<file path="src/abi_defs.svh">
/*
  Constants of the address break and interrupt source front end: register offsets,
  field positions, reset values and vector numbers.
  Assumes inclusion by bare name from the design files; defines only.
*/
// Notes on behaviour
// - Prefetch match with enable sets match flag
// - Break exception handling clears match flag
// - Flag and enable together request break
// - Control bit 0 enables break, resets 0
// - Bits 6..1 read zero; flag read-only
// - Break registers reset to 00, kept in standby; hardware standby clears them here
// - Three bytes hold address bits 23..1
// - Low byte bit 0 reads zero, uncompared
// - Normal mode skips address bits 23..16
// - NMI highest priority, always accepted
// - Control bit picks NMI edge polarity
// - NMI uses vector 7
// - Pin interrupts use vectors 16..18
// - NMI and pin interrupts wake standby
// - Pin sampled regardless of direction
// - Flags set even when disabled
// - Low, falling, rising or both edges
// - Sense code 00 low,01 fall,10 rise,11 both
// - Per-pin enable and priority level
// - Software can clear status flags
// - Clear by zero only after reading one
// - Handling clears edge flag; level needs high pin
// - 32 peripheral sources plus break, each leveled; break is fixed at level 0 and peripherals never request the CPU
// - Transfer-controller starts ignore masking
`ifndef ABI_DEFS_SVH
`define ABI_DEFS_SVH
`define ABI_OFS_BRK_CTRL   12'h000
`define ABI_OFS_BRK_HIGH   12'h004
`define ABI_OFS_BRK_MID    12'h008
`define ABI_OFS_BRK_LOW    12'h00c
`define ABI_OFS_SYS_CTRL   12'h010
`define ABI_OFS_SENSE      12'h014
`define ABI_OFS_PIN_EN     12'h018
`define ABI_OFS_PIN_STAT   12'h01c
`define ABI_OFS_LEVEL      12'h020
`define ABI_OFS_PERI_LVL   12'h024
`define ABI_OFS_PENDING    12'h028
`define ABI_BIT_FLAG       7
`define ABI_BIT_BRK_EN     0
`define ABI_BIT_NMI_EDGE   0
`define ABI_BIT_NORMAL     1
`define ABI_RST_BYTE       8'h00
`define ABI_RST_WORD       32'h0000_0000
`define ABI_VEC_NONE       8'h00
`define ABI_VEC_NMI        8'h07
`define ABI_VEC_PIN0       8'h10
`define ABI_VEC_BRK        8'h1b
`define ABI_NPIN           3
`define ABI_NPERI          32
`endif

</file>
<file path="src/abi_pkg.sv">
/*
  Types of the interrupt source front end.
  Assumes abi_defs.svh constants; no logic.
*/
package abi_pkg;
  typedef enum logic [1:0] {
    abi_sense_low,
    abi_sense_fall,
    abi_sense_rise,
    abi_sense_both
  } abi_sense_e;
  typedef struct packed {
    logic        valid;
    logic        level;
    logic [7:0]  vector;
  } abi_req_s;
  typedef struct packed {
    logic        ack;
    logic [7:0]  vector;
  } abi_ack_s;
endpackage

</file>
<file path="src/abi_sync.sv">
/*
  Two-flop synchroniser for asynchronous pin levels.
  Assumes one clock domain; first stage feeds only the second.
*/
`timescale 1ns/1ps
module abi_sync #(
  parameter int W = 4
) (
  // Clock and reset
  input  wire logic         clock,
  input  wire logic         sys_rst,
  // Data
  input  wire logic [W-1:0] d,
  output logic      [W-1:0] q
);
  logic [W-1:0] meta_ff;
  always_ff @(posedge clock or posedge sys_rst) begin
    if (sys_rst) begin
      meta_ff <= '0;
      q       <= '0;
    end else begin
      meta_ff <= d;
      q       <= meta_ff;
    end
  end
endmodule

</file>
<file path="src/abi_pin_det.sv">
/*
  One external pin interrupt: sense decode and status flag.
  Assumes a synchronised active-low pin input.
*/
`timescale 1ns/1ps
`include "abi_defs.svh"
module abi_pin_det (
  // Clock and reset
  input  wire logic       clock,
  input  wire logic       sys_rst,
  // Pin and setup
  input  wire logic       pin_n,
  input  wire logic [1:0] sense,
  // Software clear and handling
  input  wire logic       sw_clr,
  input  wire logic       handled,
  // Status
  output logic            flag_ff
);
  logic prev_ff;
  logic hit;
  always_ff @(posedge clock or posedge sys_rst) begin
    if (sys_rst) prev_ff <= 1'b1;
    else prev_ff <= pin_n;
  end
  always_comb begin
    case (abi_pkg::abi_sense_e'(sense))
      abi_pkg::abi_sense_low:  hit = ~pin_n;
      abi_pkg::abi_sense_fall: hit = prev_ff & ~pin_n;
      abi_pkg::abi_sense_rise: hit = ~prev_ff & pin_n;
      abi_pkg::abi_sense_both: hit = prev_ff ^ pin_n;
      default:                 hit = 1'b0;
    endcase
  end
  // Set wins over any clear in the same cycle
  always_ff @(posedge clock or posedge sys_rst) begin
    if (sys_rst) flag_ff <= 1'b0;
    else if (hit) flag_ff <= 1'b1;
    else if (sw_clr) flag_ff <= 1'b0;
    else if (handled && (sense != 2'b00 || pin_n)) flag_ff <= 1'b0;
  end
endmodule

</file>
<file path="src/abi_top.sv">
/*
  Address break unit and external interrupt sources with an APB register slave.
  Assumes a CPU core that takes the request, answers with a one-cycle ack
  carrying the vector, and drives prefetch addresses on the same clock.
*/
`timescale 1ns/1ps
`include "abi_defs.svh"
module abi_top (
  // Clock and reset
  input  wire logic                     clock,
  input  wire logic                     sys_rst,
  // APB slave
  input  wire logic                     psel,
  input  wire logic                     penable,
  input  wire logic                     pwrite,
  input  wire logic [11:0]              paddr,
  input  wire logic [31:0]              pwdata,
  input  wire logic [3:0]               pstrb,
  output logic      [31:0]              prdata,
  output logic                          pready,
  output logic                          pslverr,
  // CPU prefetch
  input  wire logic                     fetch_valid,
  input  wire logic [23:0]              fetch_addr,
  // Pins, asynchronous
  input  wire logic                     nmi_pin,
  input  wire logic [`ABI_NPIN-1:0]     irq_pin_n,
  // Peripheral sources, same clock
  input  wire logic [`ABI_NPERI-1:0]    peri_req,
  input  wire logic [`ABI_NPERI-1:0]    peri_dtc,
  // CPU side
  input  wire abi_pkg::abi_ack_s        cpu_ack,
  output abi_pkg::abi_req_s             cpu_req,
  output logic                          dtc_start,
  output logic                          wake,
  // Hardware standby
  input  wire logic                     hw_standby
);

  ////////////////////////////////////////////////////////////////////////////
  // Registers
  logic [7:0]              brk_ctrl_ff;
  logic [7:0]              brk_high_ff;
  logic [7:0]              brk_mid_ff;
  logic [7:0]              brk_low_ff;
  logic [7:0]              sys_ctrl_ff;
  logic [7:0]              sense_ff;
  logic [7:0]              pin_en_ff;
  logic [7:0]              level_ff;
  logic [31:0]             peri_lvl_ff;
  logic [`ABI_NPIN-1:0]    read_one_ff;
  logic [`ABI_NPIN-1:0]    pin_flag;
  logic [`ABI_NPIN-1:0]    pin_sync;
  logic [`ABI_NPIN-1:0]    pin_clr;
  logic [`ABI_NPIN-1:0]    pin_hdl;
  logic [`ABI_NPIN:0]      sync_q;
  logic                    nmi_sync;
  logic                    nmi_prev_ff;
  logic                    nmi_pend_ff;
  logic                    rst_all;
  logic                    wr;
  logic                    rd;
  logic [7:0]              wbyte;
  logic [31:0]             nxt_prdata;
  logic                    addr_hit;
  logic                    brk_req;

  // Hardware standby resets registers and flags like chip reset, but not the synchronisers, nmi_prev_ff or prdata; software standby keeps all
  assign rst_all = sys_rst | hw_standby;
  assign wr      = psel & penable & pwrite;
  assign rd      = psel & penable & ~pwrite;
  assign wbyte   = pstrb[0] ? pwdata[7:0] : 8'h00;
  assign pready  = 1'b1;

  function automatic logic is_at(input logic [11:0] a, input logic [11:0] ofs);
    is_at = (a == ofs);
  endfunction

  function automatic logic is_mapped(input logic [11:0] a);
    is_mapped = (a <= `ABI_OFS_PENDING) && (a[1:0] == 2'b00);
  endfunction

  assign pslverr = psel & penable & ~is_mapped(paddr);

  ////////////////////////////////////////////////////////////////////////////
  // Synchronisers
  // Pins idle high; inverted through the stages so reset shows idle, no false edge
  abi_sync #(.W(`ABI_NPIN + 1)) u_sync (
    .clock   (clock),
    .sys_rst (sys_rst),
    .d       (~{nmi_pin, irq_pin_n}),
    .q       (sync_q)
  );
  assign nmi_sync = ~sync_q[`ABI_NPIN];
  assign pin_sync = ~sync_q[`ABI_NPIN-1:0];

  ////////////////////////////////////////////////////////////////////////////
  // Address break
  always_ff @(posedge clock or posedge rst_all) begin
    if (rst_all) begin
      brk_high_ff <= `ABI_RST_BYTE;
      brk_mid_ff  <= `ABI_RST_BYTE;
      brk_low_ff  <= `ABI_RST_BYTE;
    end else if (wr && pstrb[0]) begin
      if (is_at(paddr, `ABI_OFS_BRK_HIGH)) brk_high_ff <= wbyte;
      if (is_at(paddr, `ABI_OFS_BRK_MID)) brk_mid_ff <= wbyte;
      if (is_at(paddr, `ABI_OFS_BRK_LOW)) brk_low_ff <= {wbyte[7:1], 1'b0};
    end
  end

  // Bit 0 never compared; normal mode drops the top byte
  assign addr_hit = (fetch_addr[15:1] == {brk_mid_ff, brk_low_ff[7:1]}) &&
                    (sys_ctrl_ff[`ABI_BIT_NORMAL] ||
                     fetch_addr[23:16] == brk_high_ff);

  always_ff @(posedge clock or posedge rst_all) begin
    if (rst_all) begin
      brk_ctrl_ff <= `ABI_RST_BYTE;
    end else begin
      if (wr && pstrb[0] && is_at(paddr, `ABI_OFS_BRK_CTRL))
        brk_ctrl_ff[`ABI_BIT_BRK_EN] <= wbyte[`ABI_BIT_BRK_EN];
      if (fetch_valid && addr_hit && brk_ctrl_ff[`ABI_BIT_BRK_EN])
        brk_ctrl_ff[`ABI_BIT_FLAG] <= 1'b1;
      else if (cpu_ack.ack && cpu_ack.vector == `ABI_VEC_BRK)
        brk_ctrl_ff[`ABI_BIT_FLAG] <= 1'b0;
    end
  end

  assign brk_req = brk_ctrl_ff[`ABI_BIT_FLAG] & brk_ctrl_ff[`ABI_BIT_BRK_EN];

  ////////////////////////////////////////////////////////////////////////////
  // Control registers
  always_ff @(posedge clock or posedge rst_all) begin
    if (rst_all) begin
      sys_ctrl_ff <= `ABI_RST_BYTE;
      sense_ff    <= `ABI_RST_BYTE;
      pin_en_ff   <= `ABI_RST_BYTE;
      level_ff    <= `ABI_RST_BYTE;
      peri_lvl_ff <= `ABI_RST_WORD;
    end else if (wr) begin
      if (pstrb[0] && is_at(paddr, `ABI_OFS_SYS_CTRL)) sys_ctrl_ff <= {6'h00, wbyte[1:0]};
      if (pstrb[0] && is_at(paddr, `ABI_OFS_SENSE)) sense_ff <= {2'b00, wbyte[5:0]};
      if (pstrb[0] && is_at(paddr, `ABI_OFS_PIN_EN)) pin_en_ff <= {5'h00, wbyte[2:0]};
      if (pstrb[0] && is_at(paddr, `ABI_OFS_LEVEL)) level_ff <= {5'h00, wbyte[2:0]};
      if (is_at(paddr, `ABI_OFS_PERI_LVL)) begin
        for (int b = 0; b < 4; b++) begin
          if (pstrb[b]) peri_lvl_ff[8*b +: 8] <= pwdata[8*b +: 8];
        end
      end
    end
  end

  ////////////////////////////////////////////////////////////////////////////
  // NMI edge detection
  always_ff @(posedge clock or posedge sys_rst) begin
    if (sys_rst) nmi_prev_ff <= 1'b1;
    else nmi_prev_ff <= nmi_sync;
  end

  always_ff @(posedge clock or posedge rst_all) begin
    if (rst_all) nmi_pend_ff <= 1'b0;
    else if (sys_ctrl_ff[`ABI_BIT_NMI_EDGE] ? (nmi_sync & ~nmi_prev_ff)
                                             : (~nmi_sync & nmi_prev_ff))
      nmi_pend_ff <= 1'b1;
    else if (cpu_ack.ack && cpu_ack.vector == `ABI_VEC_NMI) nmi_pend_ff <= 1'b0;
  end

  ////////////////////////////////////////////////////////////////////////////
  // Pin interrupts
  generate
    for (genvar i = 0; i < `ABI_NPIN; i++) begin : g_pin
      // Read-then-write-zero clearing avoids losing a flag set between
      always_ff @(posedge clock or posedge rst_all) begin
        if (rst_all) read_one_ff[i] <= 1'b0;
        else if (rd && is_at(paddr, `ABI_OFS_PIN_STAT) && pin_flag[i]) read_one_ff[i] <= 1'b1;
        else if (pin_clr[i]) read_one_ff[i] <= 1'b0;
      end
      assign pin_clr[i] = wr && pstrb[0] && is_at(paddr, `ABI_OFS_PIN_STAT) &&
                          !wbyte[i] && read_one_ff[i];
      assign pin_hdl[i] = cpu_ack.ack && (cpu_ack.vector == `ABI_VEC_PIN0 + 8'(i));
      abi_pin_det u_det (
        .clock   (clock),
        .sys_rst (rst_all),
        .pin_n   (pin_sync[i]),
        .sense   (sense_ff[2*i +: 2]),
        .sw_clr  (pin_clr[i]),
        .handled (pin_hdl[i]),
        .flag_ff (pin_flag[i])
      );
    end
  endgenerate

  ////////////////////////////////////////////////////////////////////////////
  // Request priority: NMI, then by level, then lowest vector
  always_comb begin
    cpu_req = '0;
    if (nmi_pend_ff) begin
      cpu_req.valid  = 1'b1;
      cpu_req.level  = 1'b1;
      cpu_req.vector = `ABI_VEC_NMI;
    end else begin
      for (int l = 1; l >= 0; l--) begin
        for (int i = `ABI_NPIN - 1; i >= 0; i--) begin
          if (!cpu_req.valid || cpu_req.level == 1'(l)) begin
            if (pin_flag[i] && pin_en_ff[i] && level_ff[i] == 1'(l) &&
                !(cpu_req.valid && cpu_req.level == 1'(l) && cpu_req.vector < `ABI_VEC_PIN0 + 8'(i)))
            begin
              cpu_req.valid  = 1'b1;
              cpu_req.level  = 1'(l);
              cpu_req.vector = `ABI_VEC_PIN0 + 8'(i);
            end
          end
        end
        if (!cpu_req.valid && brk_req) begin
          cpu_req.valid  = 1'b1;
          cpu_req.level  = 1'b0;
          cpu_req.vector = `ABI_VEC_BRK;
        end
      end
    end
  end

  // Transfer-controller starts bypass CPU masking entirely
  assign dtc_start = |(peri_req & peri_dtc);
  assign wake      = nmi_pend_ff | (|(pin_flag & pin_en_ff[`ABI_NPIN-1:0]));

  ////////////////////////////////////////////////////////////////////////////
  // Read data
  always_comb begin
    nxt_prdata = 32'h0000_0000;
    case (paddr)
      `ABI_OFS_BRK_CTRL: nxt_prdata = {24'h0, brk_ctrl_ff[7], 6'h00, brk_ctrl_ff[0]};
      `ABI_OFS_BRK_HIGH: nxt_prdata = {24'h0, brk_high_ff};
      `ABI_OFS_BRK_MID:  nxt_prdata = {24'h0, brk_mid_ff};
      `ABI_OFS_BRK_LOW:  nxt_prdata = {24'h0, brk_low_ff};
      `ABI_OFS_SYS_CTRL: nxt_prdata = {24'h0, sys_ctrl_ff};
      `ABI_OFS_SENSE:    nxt_prdata = {24'h0, sense_ff};
      `ABI_OFS_PIN_EN:   nxt_prdata = {24'h0, pin_en_ff};
      `ABI_OFS_PIN_STAT: nxt_prdata = {29'h0, pin_flag};
      `ABI_OFS_LEVEL:    nxt_prdata = {24'h0, level_ff};
      `ABI_OFS_PERI_LVL: nxt_prdata = peri_lvl_ff;
      `ABI_OFS_PENDING:  nxt_prdata = {22'h0, cpu_req.valid, cpu_req.level, cpu_req.vector};
      default:           nxt_prdata = 32'h0000_0000;
    endcase
  end

  // Registered read data: valid from the setup edge into the access phase
  always_ff @(posedge clock or posedge sys_rst) begin
    if (sys_rst) prdata <= 32'h0000_0000;
    else if (psel && !penable && !pwrite) prdata <= nxt_prdata;
  end
endmodule

</file>
<file path="config.mk">
export PLATFORM = sky130hd
export DESIGN_NAME = abi_top
export DESIGN_NICKNAME = d
export VERILOG_FILES = /design/src/abi_pkg.sv /design/src/abi_sync.sv /design/src/abi_pin_det.sv /design/src/abi_top.sv
export VERILOG_INCLUDE_DIRS = /design/src /design/src/src
export SDC_FILE = /design/constraint.sdc
export NUM_CORES = 1
export LEC_CHECK = 0
export BUFFER_PORTS_ARGS = -buffer_cell sky130_fd_sc_hd__buf_2
export CAP_MARGIN = 20
export CORE_ASPECT_RATIO = 0.8
export CORE_MARGIN = 1
export CORE_UTILIZATION = 40
export DETAILED_ROUTE_END_ITERATION = 8
export GPL_TIMING_DRIVEN = 0
export MAX_ROUTING_LAYER = met4
export PLACE_DENSITY = 0.71
export SLEW_MARGIN = 20
export SYNTH_ARGS = -nofsm -noshare
export SYNTH_HDL_FRONTEND = slang
export SYNTH_SLANG_ARGS = --single-unit
</file>
<file path="constraint.sdc">
create_clock -name clock -period 16.9 [get_ports clock]
set_input_delay 3.38 -clock clock [delete_from_list [all_inputs] [get_ports clock]]
set_output_delay 3.38 -clock clock [all_outputs]
set_load 0.02 [all_outputs]
</file>
# Yosys cells after proc, flatten, opt, wreduce, memory -nomap -nowiden
# Cells that the tools add are included.
[op_classes]
shifts = 0
addsub = 0
mul = 0
bitwise_logic = 38
magnitude_cmp = 6
eq_ne = 26
n_reduce_logical = 112
n_div = 0
n_mux = 46
[ops]
columns = ["op", "n"]
rows = [
  ["$pmux W32 S11", 1],
  ["$mux W10", 21],
  ["$logic_and A1 B1 Y1", 57],
  ["$eq A12 B5 Y1 const B", 4],
  ["$lt A8 B5 Y1 const B", 5],
  ["$eq A12 B6 Y1 const B", 3],
  ["$and A32 B32 Y32", 1],
  ["$eq A8 B5 Y1 const B", 4],
  ["$reduce_or A32 Y1", 1],
  ["$eq A12 B4 Y1 const B", 2],
  ["$mux W1", 20],
  ["$logic_not A1 Y1", 17],
  ["$not A1 Y1", 16],
  ["$reduce_bool A2 Y1", 8],
  ["$eq A15 B15 Y1", 1],
  ["$reduce_and A2 Y1", 7],
  ["$and A1 B1 Y1", 13],
  ["$eq A12 B3 Y1 const B", 1],
  ["$eq A2 B2 Y1 const B", 6],
  ["$le A12 B6 Y1 const B", 1],
  ["$logic_not A12 Y1", 1],
  ["$pmux W1 S4", 3],
  ["$reduce_and A3 Y1", 4],
  ["$logic_or A1 B1 Y1", 9],
  ["other kinds (12)", 22],
]
[word_totals]
ramBits = 0
word_cells = 255
mem_bits_ro = 0
input_bits = 156
n_memories = 0
latch_bits = 0
ff_bits = 122

# Logic depth before layout (Yosys ltp)
# Gate-level depths: netlist of run 1.
[depth]
ltp_word = 51
depth_mapped = 8

# By module
# A second synthesis of run 1 with hierarchy kept.
[hier_totals]
hier_cells = 576
hier_area_um2 = 6219.7
[by_module_without_submodules]
columns = ["mod", "area_each_um2", "instances", "cells_per_inst", "seq_area_each_um2"]
rows = [
  ["abi_top", 5647.9, 1, 525, 2703.8],
  ["abi_pin_det", 122.6, 3, 14, 51.3],
  ["abi_sync", 203.9, 1, 9, 200.2],
]

# Worst setup path before layout of run 1
# Ideal clock, no wire load.
[synth_path]
path_kind = "in2out"
startpoint = "input peri_req[12]"
endpoint = "output dtc_start"
t_arrival_ns = 4.483
path_slack_ns = 9.037
path_stages = 4
cell_sequence = "a22o_1 -> a221oi_1 -> nand3_1 -> or4_1"
[synth_between]
elab_chain_cells = 2
[synth_rtl]
columns = ["element", "line", "rtl"]
rows = [
  ["from (decl)", "abi_top.sv:29", "input wire logic [`ABI_NPERI-1:0] peri_req,"],
  ["$and A32 B32 Y32", "abi_top.sv:224", "assign dtc_start = |(peri_req & peri_dtc);"],
  ["$reduce_or A32 Y1", "abi_top.sv:224", ""],
  ["to (decl)", "abi_top.sv:34", "output logic dtc_start,"],
]
# Every way passes these cells.

# Final worst setup path of run 1
[layout_path]
startpoint = "input paddr[5]"
endpoint = "output pslverr"
[layout_between]
elab_chain_cells = 4
[layout_rtl]
columns = ["element", "line", "rtl"]
rows = [
  ["from (decl)", "abi_top.sv:16", "input wire logic [11:0] paddr,"],
  ["$le A12 B6 Y1 (no source line)", "-", ""],
  ["$logic_and A1 B1 Y1", "abi_top.sv:80", "is_mapped = (a <= `ABI_OFS_PENDING) && (a[1:0] == 2'b00);"],
  ["$not A1 Y1", "abi_top.sv:83", "assign pslverr = psel & penable & ~is_mapped(paddr);"],
  ["$and A1 B1 Y1", "abi_top.sv:83", ""],
  ["to (decl)", "abi_top.sv:21", "output logic pslverr,"],
]
# Every way passes these cells.

==> results of run 1 <==
==> synth_stat cells, types with 8 or more instances <==
| cell type | n | area share (%) |
|---|---|---|
| mux2_2 | 61 | 11 |
| inv_1 | 16 | 1.0 |
| mux2_4 | 8 | 2.0 |
| a22o_1 | 25 | 3.6 |
| nand3_1 | 11 | 0.91 |
| a21oi_1 | 9 | 0.75 |
| nand2_1 | 43 | 2.7 |
| buf_4 | 8 | 1.0 |
| dfrtp_1 | 118 | 49 |
| xor2_1 | 18 | 2.6 |
| a221oi_1 | 9 | 1.3 |
| nor2_1 | 22 | 1.4 |
| mux2i_1 | 11 | 1.8 |
| a22oi_1 | 14 | 1.7 |
| o21ai_0 | 19 | 1.6 |
| nor4_1 | 9 | 0.93 |
==> cell type report <==
class,count,area (um^2)
timing repair buffer,196,1060
sequential,122,3060
fill,1265,6580
buffer,21,120
inverter,16,60.1
multi-input combinational,355,2810
clock inverter,3,65.1
clock buffer,29,510
tap,184,230
==> worst max-delay path by stage <==
stage | endpoint | slack, ns | cells after the start
after floorplan | brk_ctrl_ff[0] | 8.81 | 1
after global placement | peri_lvl_ff[1] | 6.61 | 2
after detailed placement | dtc_start | 8.79 | 6
after CTS | dtc_start | 8.78 | 6
after global routing | pslverr | 8.69 | 5
final | pslverr | 8.75 | 5
==> kinds of logic after synthesis <==
family,synth area share (%)
compound gates,11.7
xor+xnor,3.34
fa+ha+maj,1.24
buf+inv,2.99
flops,50.7
mux,16.3
other cells,0.124
simple gates,13.6
==> stage by stage <==
step | worst slack [ns] | hold slack [ns] | instance area (um^2) | utilization (%)
6_report | 8.75 | 0.350 | 7910 | 54.6
5_1_grt | 8.69 | 0.354 | 7910 | 54.6
4_1_cts | 8.78 | 0.354 | 7910 | 54.6
3_5_place_dp | 8.79 | 0.342 | 7330 | 50.6
3_3_place_gp | 6.61 | 0.331 | 7230 | 49.9
2_1_floorplan | 8.81 | 0.331 | 6040 | -
==> worst reg2reg max path, cell delays in order (launching register included) <==
cell and delay, ns:
dfrtp_1 0.43, mux4_2 0.52, nand4b_1 0.12, o21ai_0 0.13
a221oi_1 0.30, o211ai_1 0.12
==> where the power goes <==
part	leakage [nW]	total, mW	switching (mW)	internal, mW
registers	1.64	0.296	0.00123	0.295
logic	2.08	0.0530	0.0295	0.0236
clock network	0.280	0.354	0.121	0.233
total	4.00	0.703	0.152	0.551
==> registers in the layout (all words and copies together) (netlist names) <==
register / count
peri_lvl_ff: 32
prdata: 32
brk_high_ff: 8
brk_mid_ff: 8
brk_low_ff: 7
sense_ff: 6
u_sync.meta_ff: 4
u_sync.q: 4
g_pin.u_det.flag_ff: 3
g_pin.u_det.prev_ff: 3
level_ff: 3
pin_en_ff: 3
read_one_ff: 3
brk_ctrl_ff: 2
sys_ctrl_ff: 2
nmi_pend_ff: 1
nmi_prev_ff: 1
==> per-layer routing <==
metal / global-route usage [%] / routed length, um / vias up
li1: - / - / 2321
met1: 31.7 / 7890 / 2505
met2: 36.4 / 7980 / 214
met3: 7.23 / 1310 / 21
met4: 6.44 / 217 / 0
met5: - / 0 / -
==> impl_results.md, run 1 <==
* Status: finished clean
* Top cell by count, worst path: buf_2
* Tmin final at 8.15 ns
* RSZ-0062 raised after global routing: no
* Crit path buf inv count at 3
* Post-route insts no fill at 926
* Sequential share of the synthesized area at 50.7%
* Crit path largest cell delay at 0.44 ns
* Post-CTS Resized at 0
* Vert. Die Dim at 112 um
* First-pass GRT wire length at 28.0 mm
* CP max-delay cell: buf_1
* Max Cap Violations at 0
* EDFF count, synth at 0
* Largest net degree at the start of global routing at 33
* HP Class: register to register
* Crit Path Max Fanout at 10
* Worst-path clk slew at 0.05 ns
* Post-synth ARST share at 100%
* CTS tree: done
* Setup bufs post-CTS at 0
* Skew-Pair Late Insertion Delay at 0.40 ns
* Syn Area/Cell at 11.8 um^2
* Post-DR vias/cell at 5.47
* I/O Pins at 202
* Final Hold Fails at 0
* Power density cells at 88.9 mW/mm^2
* Skew final at 0.00482 ns
* Routed length per instance at 18.8 um
* Setup_tns at 0 ns
* Clk root buf: clkbuf_16
* Pin slew with the least headroom to its limit at 0.931 ns
* Worst r2r dst: prdata[1]
* Congestion Overflow GR at 0
* Cts bufs inserted at 17
* Final Setup Violations at 0
* Final GP Congestion at 0.921
* Initial DRC Count at 286
* Initial Util at 41.6%
* First-pass iteration count of the detailed router at 4
* Period utilization at 48.2%
* Max-slew violations at 0
* Hold Path Depth at 0
* Cell Rows at 39
* Area grow syn2layout at 31.1%
* Floorplan core area at 0.0145 mm^2
* DRT antenna net count at 0
* Final HPWL DP at 13.5 mm
* Crit path cell chain: buf_2 -> buf_1 -> o21ai_0 -> a21oi_1 -> buf_2
* Worst flop-to-flop path startpoint: g_pin[1].u_det.flag_ff
* CP delay by family, top: buffers and inverters
* Rel. slew slack at 37.4%
* Leak pwr at 4.00 nW
* Final wirelength at 17.4 mm
* Die area at 0.0156 mm^2
* Setup crit start: paddr[5]
* Prevailing post-synth register cell: dfrtp_1
* Placed cells at 894
* Overall Power at 0.703 mW
* CP required at 13.52 ns
* Flop-to-flop setup slack at 15.14 ns
* YS warnings at 0
* WP data arrival at 4.77 ns
* Seq cells post-synth at 122
* Reg2Reg Depth at 5
* GRT Util Overall at 24.2%
* Clock Tree Buf Depth at 2
* Syn Inst Count at 512
* Startpoint Class: input pin
* Netlist cell types at 65
* Clock Sinks at 122
* Share of layout cells above drive strength 1 at 44.3%
* Die Wd at 139 um
* Max Fclk at 0.123 GHz
* Vias in the first global route at 5,298
* Via count at 5,061
* N_diodes at 0
* Worst vdd ir at 0.0649 mV
* Commonest non-fill, non-tap cells in the layout: buf_2, dfrtp_1, mux2_2
* Htree depth at 4
* Port buffer count at 192
* Mapped cell area at 0.00603 mm^2
* Initial antenna violation count at 0
* Hold Startpoint: u_sync.meta_ff[3]
* Worst hold endpoint: u_sync.q[3]
* DRC errors left at 0
* Hold buffer count at cts at 0
* Commonest non-fill, non-tap cell in the layout: buf_2
* Fin nets at 891
* Kind of critical path: input pin to output port
* Endpoint class of the critical path: output port
No activity file was read; power rests on OpenSTA's default activity.
==> inputs of run 2 (changes only) <==
Settings changed: PLACE_DENSITY 0.71 to 0.73.
Clock period 16.9 ns to 6.7 ns, I/O delays scaled along.
==> impl_results.md, run 2 (synthesis gave the netlist of run 1 again) <==
* Congestion Overflow GR at 0 (unchanged)
* Initial DRC Count at 281 (was 286)
* Die Wd at 139 um (unchanged)
* CP max-delay cell: or4_1 (was buf_1)
* Tmin final at 4.16 ns
* Skew-Pair Late Insertion Delay at 0.42 ns (was 0.40 ns)
* Rel. slew slack at 36.2% (was 37.4%)
* Via count at 5,181 (was 5,061)
* Final GP Congestion at 0.864 (was 0.921)
* Cell Rows at 39 (unchanged)
* Crit Path Max Fanout at 1 (was 10)
* DP Area at 0.00732 mm^2 (was 0.00733 mm^2)
* Fin nets at 891 (unchanged)
* Max-slew violations at 0 (unchanged)
* Clock Sinks at 122 (unchanged)
* Die area at 0.0156 mm^2 (unchanged)
* Crit path buf inv count at 2 (was 3)
* Max Cap Violations at 0 (unchanged)
* Endpoint class of the critical path: output port (unchanged)
* Share of layout cells above drive strength 1 at 45.3% (was 44.3%)
* Vias in the first global route at 5,388 (was 5,298)
* Final Setup Violations at 0 (unchanged)
* Status: finished clean (unchanged)
* Cts bufs inserted at 17 (unchanged)
* Clock Tree Buf Depth at 2 (unchanged)
* Final wirelength at 18.7 mm (was 17.4 mm)
* Clk root buf: clkbuf_16 (unchanged)
* DRC errors left at 0 (unchanged)
* Top cell by count, worst path: buf_2 (unchanged)
* Flop-to-flop setup slack at 4.94 ns (was 15.14 ns)
* HP Class: register to register (unchanged)
* I/O Pins at 202 (unchanged)
* Overall Power at 1.83 mW (was 0.703 mW)
* Floorplan core area at 0.0145 mm^2 (unchanged)
* Setup bufs post-CTS at 0 (unchanged)
* Reg2Reg Depth at 5 (unchanged)
* Crit path cell chain: buf_2 -> a22o_1 -> a221oi_1 -> nand3_1 -> or4_1 -> buf_2 (was buf_2 -> buf_1 -> o21ai_0 -> a21oi_1 -> buf_2)
* Post-layout util at 54.9% (was 54.6%)
* Hold Startpoint: u_sync.meta_ff[2] (was u_sync.meta_ff[3])
* Routed length per instance at 20.0 um (was 18.8 um)
* Crit path largest cell delay at 0.52 ns (was 0.44 ns)
* Final HPWL DP at 14.6 mm (was 13.5 mm)
* RSZ-0062 raised after global routing: no (unchanged)
* First-pass iteration count of the detailed router at 4 (unchanged)
* Final Hold Fails at 0 (unchanged)
* Largest net degree at the start of global routing at 33 (unchanged)
* Worst r2r dst: prdata[1] (unchanged)
* Worst-path clk slew at 0.05 ns (about the same)
* Kind of critical path: input pin to output port (unchanged)
* Hold buffer count at cts at 0 (unchanged)
* Pin slew with the least headroom to its limit at 0.948 ns (was 0.931 ns)
* Post-CTS Resized at 0 (unchanged)
* Power density cells at 230 mW/mm^2 (was 88.9 mW/mm^2)
* GRT Util Overall at 25.7% (was 24.2%)
* CP delay by family, top: simple AND/OR/NAND/NOR gates (was buffers and inverters)
* First-pass GRT wire length at 28.8 mm (was 28.0 mm)
* Vert. Die Dim at 112 um (unchanged)
* Post-DR vias/cell at 5.56 (was 5.47)
* Leak pwr at 4.01 nW (was 4.00 nW)
* Period utilization at 62.1%
* Biggest registers after layout: peri_lvl_ff (32), prdata (32) (unchanged)
* CP required at 5.36 ns (was 13.52 ns)
* Pre-CTS setup slack at 2.53 ns (was 8.79 ns)
* Commonest non-fill, non-tap cells in the layout: buf_2, dfrtp_1, mux2_2 (unchanged)
* Fin area at 0.00796 mm^2 (was 0.00791 mm^2)
* Final worst slack at 2.54 ns (was 8.75 ns)
* Htree depth at 4 (unchanged)
* Initial antenna violation count at 6 (was 0)
* Port buffer count at 192 (unchanged)
* CTS tree: done (unchanged)
* Startpoint Class: input pin (unchanged)
* Max Fclk at 0.240 GHz
* Worst vdd ir at 0.169 mV (was 0.0649 mV)
* Skew final at 0.00964 ns (was 0.00482 ns)
* Hold Path Depth at 0 (unchanged)
* Area grow syn2layout at 31.9% (was 31.1%)
* WP data arrival at 2.82 ns (was 4.77 ns)
* Worst flop-to-flop path startpoint: g_pin[1].u_det.flag_ff (unchanged)
* Worst hold endpoint: u_sync.q[2] (was u_sync.q[3])
* DRT antenna net count at 0 (unchanged)
* Initial Util at 41.6% (unchanged)
* Commonest non-fill, non-tap cell in the layout: buf_2 (unchanged)
## run 2: changes by cell type in the layout (fill, tap and decap cells not counted), moves of 2 or more
cell	previous run	this run
inv_6	0	2
clkbuf_1	15	8
clkbuf_8	4	2
diode_2	0	5
clkinv_4	0	3
clkinvlp_4	0	4
## run 2: how the worst max path moves through the flow
stage	end	depth (start not counted)	from	slack, ns
finish	dtc_start	6	peri_req[12]	2.54
global route	dtc_start	6	peri_req[12]	2.51
CTS	dtc_start	6	peri_req[12]	2.53
detailed placement	dtc_start	6	peri_req[12]	2.53
global placement	peri_lvl_ff[1]	2	sys_rst	-1.44
floorplan	brk_ctrl_ff[0]	1	sys_rst	0.65
## run 2: where the power goes
group | internal, mW | switching (mW)
registers | 0.743 | 0.00299
clock network | 0.608 | 0.341
logic | 0.0587 | 0.0759
total | 1.41 | 0.420
## run 2: metrics by stage
stage	TNS, ns	instances	hold slack, ns
after floorplan	0	514	0.331
after detailed placement	0	894	0.336
final	0	931	0.354
after global placement	-111.86	890	0.332
after CTS	0	926	0.355
after global routing	0	931	0.362
## run 2: layout make-up
cell class                      instances  area (um^2)
Fill cell                            1286         6540
Sequential cell                       122         3060
Multi-Input combinational cell        355         2810
Timing Repair Buffer                  196         1040
Clock buffer                           20          457
Tap cell                              184          230
Clock inverter                         12          164
Buffer                                 21          120
Inverter                               16         60.1
Antenna cell                            5         12.5
## run 2: per-layer routing
metal  routed length (um)  vias to the layer above  GRT usage (%)
met4                  531                        0           11.3
met2                 9400                      219           42.9
met3                 1340                       36           6.24
li1                     -                     2330              -
met5                    0                        -              -
met1                 7390                     2596           29.4
## run 2: worst register-to-register path: cells and delay by family (launching register included)
kind	cells	cell delay, ns
muxes	1	0.52
AOI/OAI and AO/OA	3	0.54
DFF	1	0.46
and+or+nand+nor	1	0.11
==> inputs of run 3 (changes only) <==
Settings changed: ABC_AREA from default to 1.
Clock period 6.7 ns to 3.42 ns, I/O delays scaled along.
==> impl_results.md, run 3 <==
* Skew-Pair Late Insertion Delay at 0.42 ns (about the same)
* Rel. slew slack at 56.3% (was 36.2%)
* GRT Util Overall at 23.4% (was 25.7%)
* HP Class: input pin to async pin (was register to register)
* Routed length per instance at 15.1 um (was 20.0 um)
* Skew final at 0.00796 ns (was 0.00964 ns)
* Worst vdd ir at 0.359 mV (was 0.169 mV)
* Mapped cell area at 0.00643 mm^2 (was 0.00603 mm^2)
* Vias in the first global route at 5,464 (was 5,388)
* DRC errors left at 0 (unchanged)
* Post-layout util at 53.3% (was 54.9%)
* Htree depth at 4 (unchanged)
* Max Cap Violations at 0 (unchanged)
* CP required at 2.74 ns (was 5.36 ns)
* Leak pwr at 4.53 nW (was 4.01 nW)
* Clk root buf: clkbuf_16 (unchanged)
* Pre-CTS setup slack at 0.532 ns (was 2.53 ns)
* Syn Inst Count at 759 (was 512)
* WL met1 at 8.33 mm (was 7.39 mm)
* Die Wd at 144 um (was 139 um)
* First-pass iteration count of the detailed router at 4 (unchanged)
* Final GP Congestion at 0.911 (was 0.864)
* Crit Path Max Fanout at 1 (unchanged)
* Cts bufs inserted at 17 (unchanged)
* Initial antenna violation count at 1 (was 6)
* Final Hold Fails at 0 (unchanged)
* Commonest non-fill, non-tap cell in the layout: nand2_1 (was buf_2)
* YS warnings at 0 (unchanged)
* EDFF count, synth at 0 (unchanged)
* Clock Sinks at 122 (unchanged)
* Prevailing post-synth register cell: dfrtp_1 (unchanged)
* Post-route insts no fill at 1,208 (was 931)
* N_diodes at 0 (was 5)
* Cell Rows at 41 (was 39)
* Max-slew violations at 0 (unchanged)
* Post-CTS Resized at 0 (unchanged)
* Post-DR vias/cell at 4.94 (was 5.56)
* Synth area leader: dfrtp_1 (unchanged)
* First-pass GRT wire length at 28.0 mm (was 28.8 mm)
* Final Setup Violations at 0 (unchanged)
* DRT antenna net count at 0 (unchanged)
* Tmin final at 2.83 ns
* Port buffer count at 196 (was 192)
* Largest net degree at the start of global routing at 33 (unchanged)
* Fin area at 0.00840 mm^2 (was 0.00796 mm^2)
* Overall Power at 3.59 mW (was 1.83 mW)
* Biggest registers after layout: peri_lvl_ff (32), prdata (32) (unchanged)
* Sequential share of the synthesized area at 47.6% (was 50.7%)
* Setup bufs post-CTS at 0 (unchanged)
* Floorplan core area at 0.0157 mm^2 (was 0.0145 mm^2)
* Max Fclk at 0.354 GHz
* Seq cells post-synth at 122 (unchanged)
* Startpoint Class: input pin (unchanged)
* Endpoint class of the critical path: output port (unchanged)
* Area grow syn2layout at 30.7% (was 31.9%)
* Final wirelength at 18.2 mm (was 18.7 mm)
* Setup_tns at 0 ns (unchanged)
* Final HPWL DP at 14.1 mm (was 14.6 mm)
* Period utilization at 82.7%
* Most instantiated cells after synthesis: nand2_1, dfrtp_1, nand3_1 (was dfrtp_1, mux2_2, nand2_1)
* Met2 WL at 8.45 mm (was 9.40 mm)
* Yosys top cell area share at 46.0% (was 48.9%)
* Worst Hold Slack at 0.214 ns (was 0.354 ns)
* Status: finished clean (unchanged)
* Syn Area/Cell at 8.47 um^2 (was 11.8 um^2)
* Placed cells at 1,176 (was 894)
* Commonest non-fill, non-tap cells in the layout: nand2_1, buf_2, dfrtp_1 (was buf_2, dfrtp_1, mux2_2)
* Congestion Overflow GR at 0 (unchanged)
* Vert. Die Dim at 115 um (was 112 um)
* Routed wl met3 at 1.36 mm (was 1.34 mm)
* I/O Pins at 202 (unchanged)
* Initial Util at 40.8% (was 41.6%)
* Kind of critical path: input pin to output port (unchanged)
* Via count at 5,966 (was 5,181)
* Fin nets at 1,142 (was 891)
* Initial DRC Count at 431 (was 281)
* Post-synth ARST share at 100% (unchanged)
* Top-count cell post-synth: nand2_1 (was dfrtp_1)
* RSZ-0062 raised after global routing: no (unchanged)
* Pin slew with the least headroom to its limit at 0.652 ns (was 0.948 ns)
* DP Area at 0.00778 mm^2 (was 0.00732 mm^2)
* CTS tree: done (unchanged)
* WP data arrival at 2.14 ns (was 2.82 ns)
* Worst-path clk slew at 0.06 ns (was 0.05 ns)
* Highest routed metal layer: met4 (unchanged)
* Hold buffer count at cts at 0 (unchanged)
* Netlist cell types at 51 (was 65)
* Clock Tree Buf Depth at 2 (unchanged)
* Share of layout cells above drive strength 1 at 33.3% (was 45.3%)
* Die area at 0.0166 mm^2 (was 0.0156 mm^2)
* Power density cells at 427 mW/mm^2 (was 230 mW/mm^2)
* Final worst slack at 0.592 ns (was 2.54 ns)
* Synth top area cells: dfrtp_1, nand2_1, mux2_4 (was dfrtp_1, mux2_2, a22o_1)
==> run 3: cell count changes in the layout (fill, tap and decap cells not counted), sizes merged, moves of 10 or more <==
cell | before | now
o21ai | 19 | 73
xor2 | 18 | 7
mux2 | 69 | 25
nand4 | 7 | 17
a22oi | 14 | 0
nor4 | 12 | 1
a22o | 25 | 3
inv | 18 | 85
nand2 | 48 | 238
nand3 | 11 | 76
nor2 | 26 | 47
mux2i | 11 | 0
==> run 3: kinds of logic (layout without fill, tap and decap cells) <==
group,Yosys count,count (layout),share of synthesized area [%]
AND/OR/NAND/NOR,398,398,28.5
adder cells (fa/ha/maj),6,6,1.17
XOR/XNOR,10,10,1.36
multiplexers,25,25,5.78
buffers and inverters,101,333,6.68
AO/OA/AOI/OAI,95,95,8.76
flip-flops,122,122,47.6
other,2,4,0.117
==> run 3: path summary, 6_finish.rpt <==
path / start / to / slack [ns] / cells after the start
worst max-delay path: peri_req[2] / dtc_start / 0.59 / 6
max in group asynchronous: hw_standby / g_pin[2].u_det.prev_ff / 2.46 / 3
worst min register to register: u_sync.meta_ff[2] / u_sync.q[2] / 0.35 / 0
worst min-delay path: sys_rst / u_sync.meta_ff[3] / 0.21 / 2
worst max register to register: g_pin[1].u_det.flag_ff / prdata[1] / 1.65 / 10
min in group clock: u_sync.meta_ff[2] / u_sync.q[2] / 0.35 / 0
==> run 3: layout make-up <==
class / count / area, um^2
multi-input combinational: 538 / 2950
fill: 1482 / 7350
tap: 215 / 269
timing repair buffer: 200 / 1070
inverter: 82 / 317
buffer: 19 / 113
sequential: 122 / 3060
clock inverter: 14 / 184
clock buffer: 18 / 439
==> run 3: metal layers <==
layer,GRT usage [%],vias up
met3,5.16,9
met2,36.3,238
met5,-,-
met4,4.89,0
li1,-,2947
met1,31.4,2772
==> run 3: critical path, stage by stage <==
cell	delay, ns
buf_2	0.13
nand2_1	0.07
nand4_1	0.11
nor4_1	0.55
nand4_1	0.33
buf_2	0.26
==> run 3: report_power, final <==
group | switching [mW] | internal [mW] | leakage (nW)
logic | 0.148 | 0.107 | 2.58
registers | 0.00414 | 1.45 | 1.65
clock network | 0.696 | 1.18 | 0.299
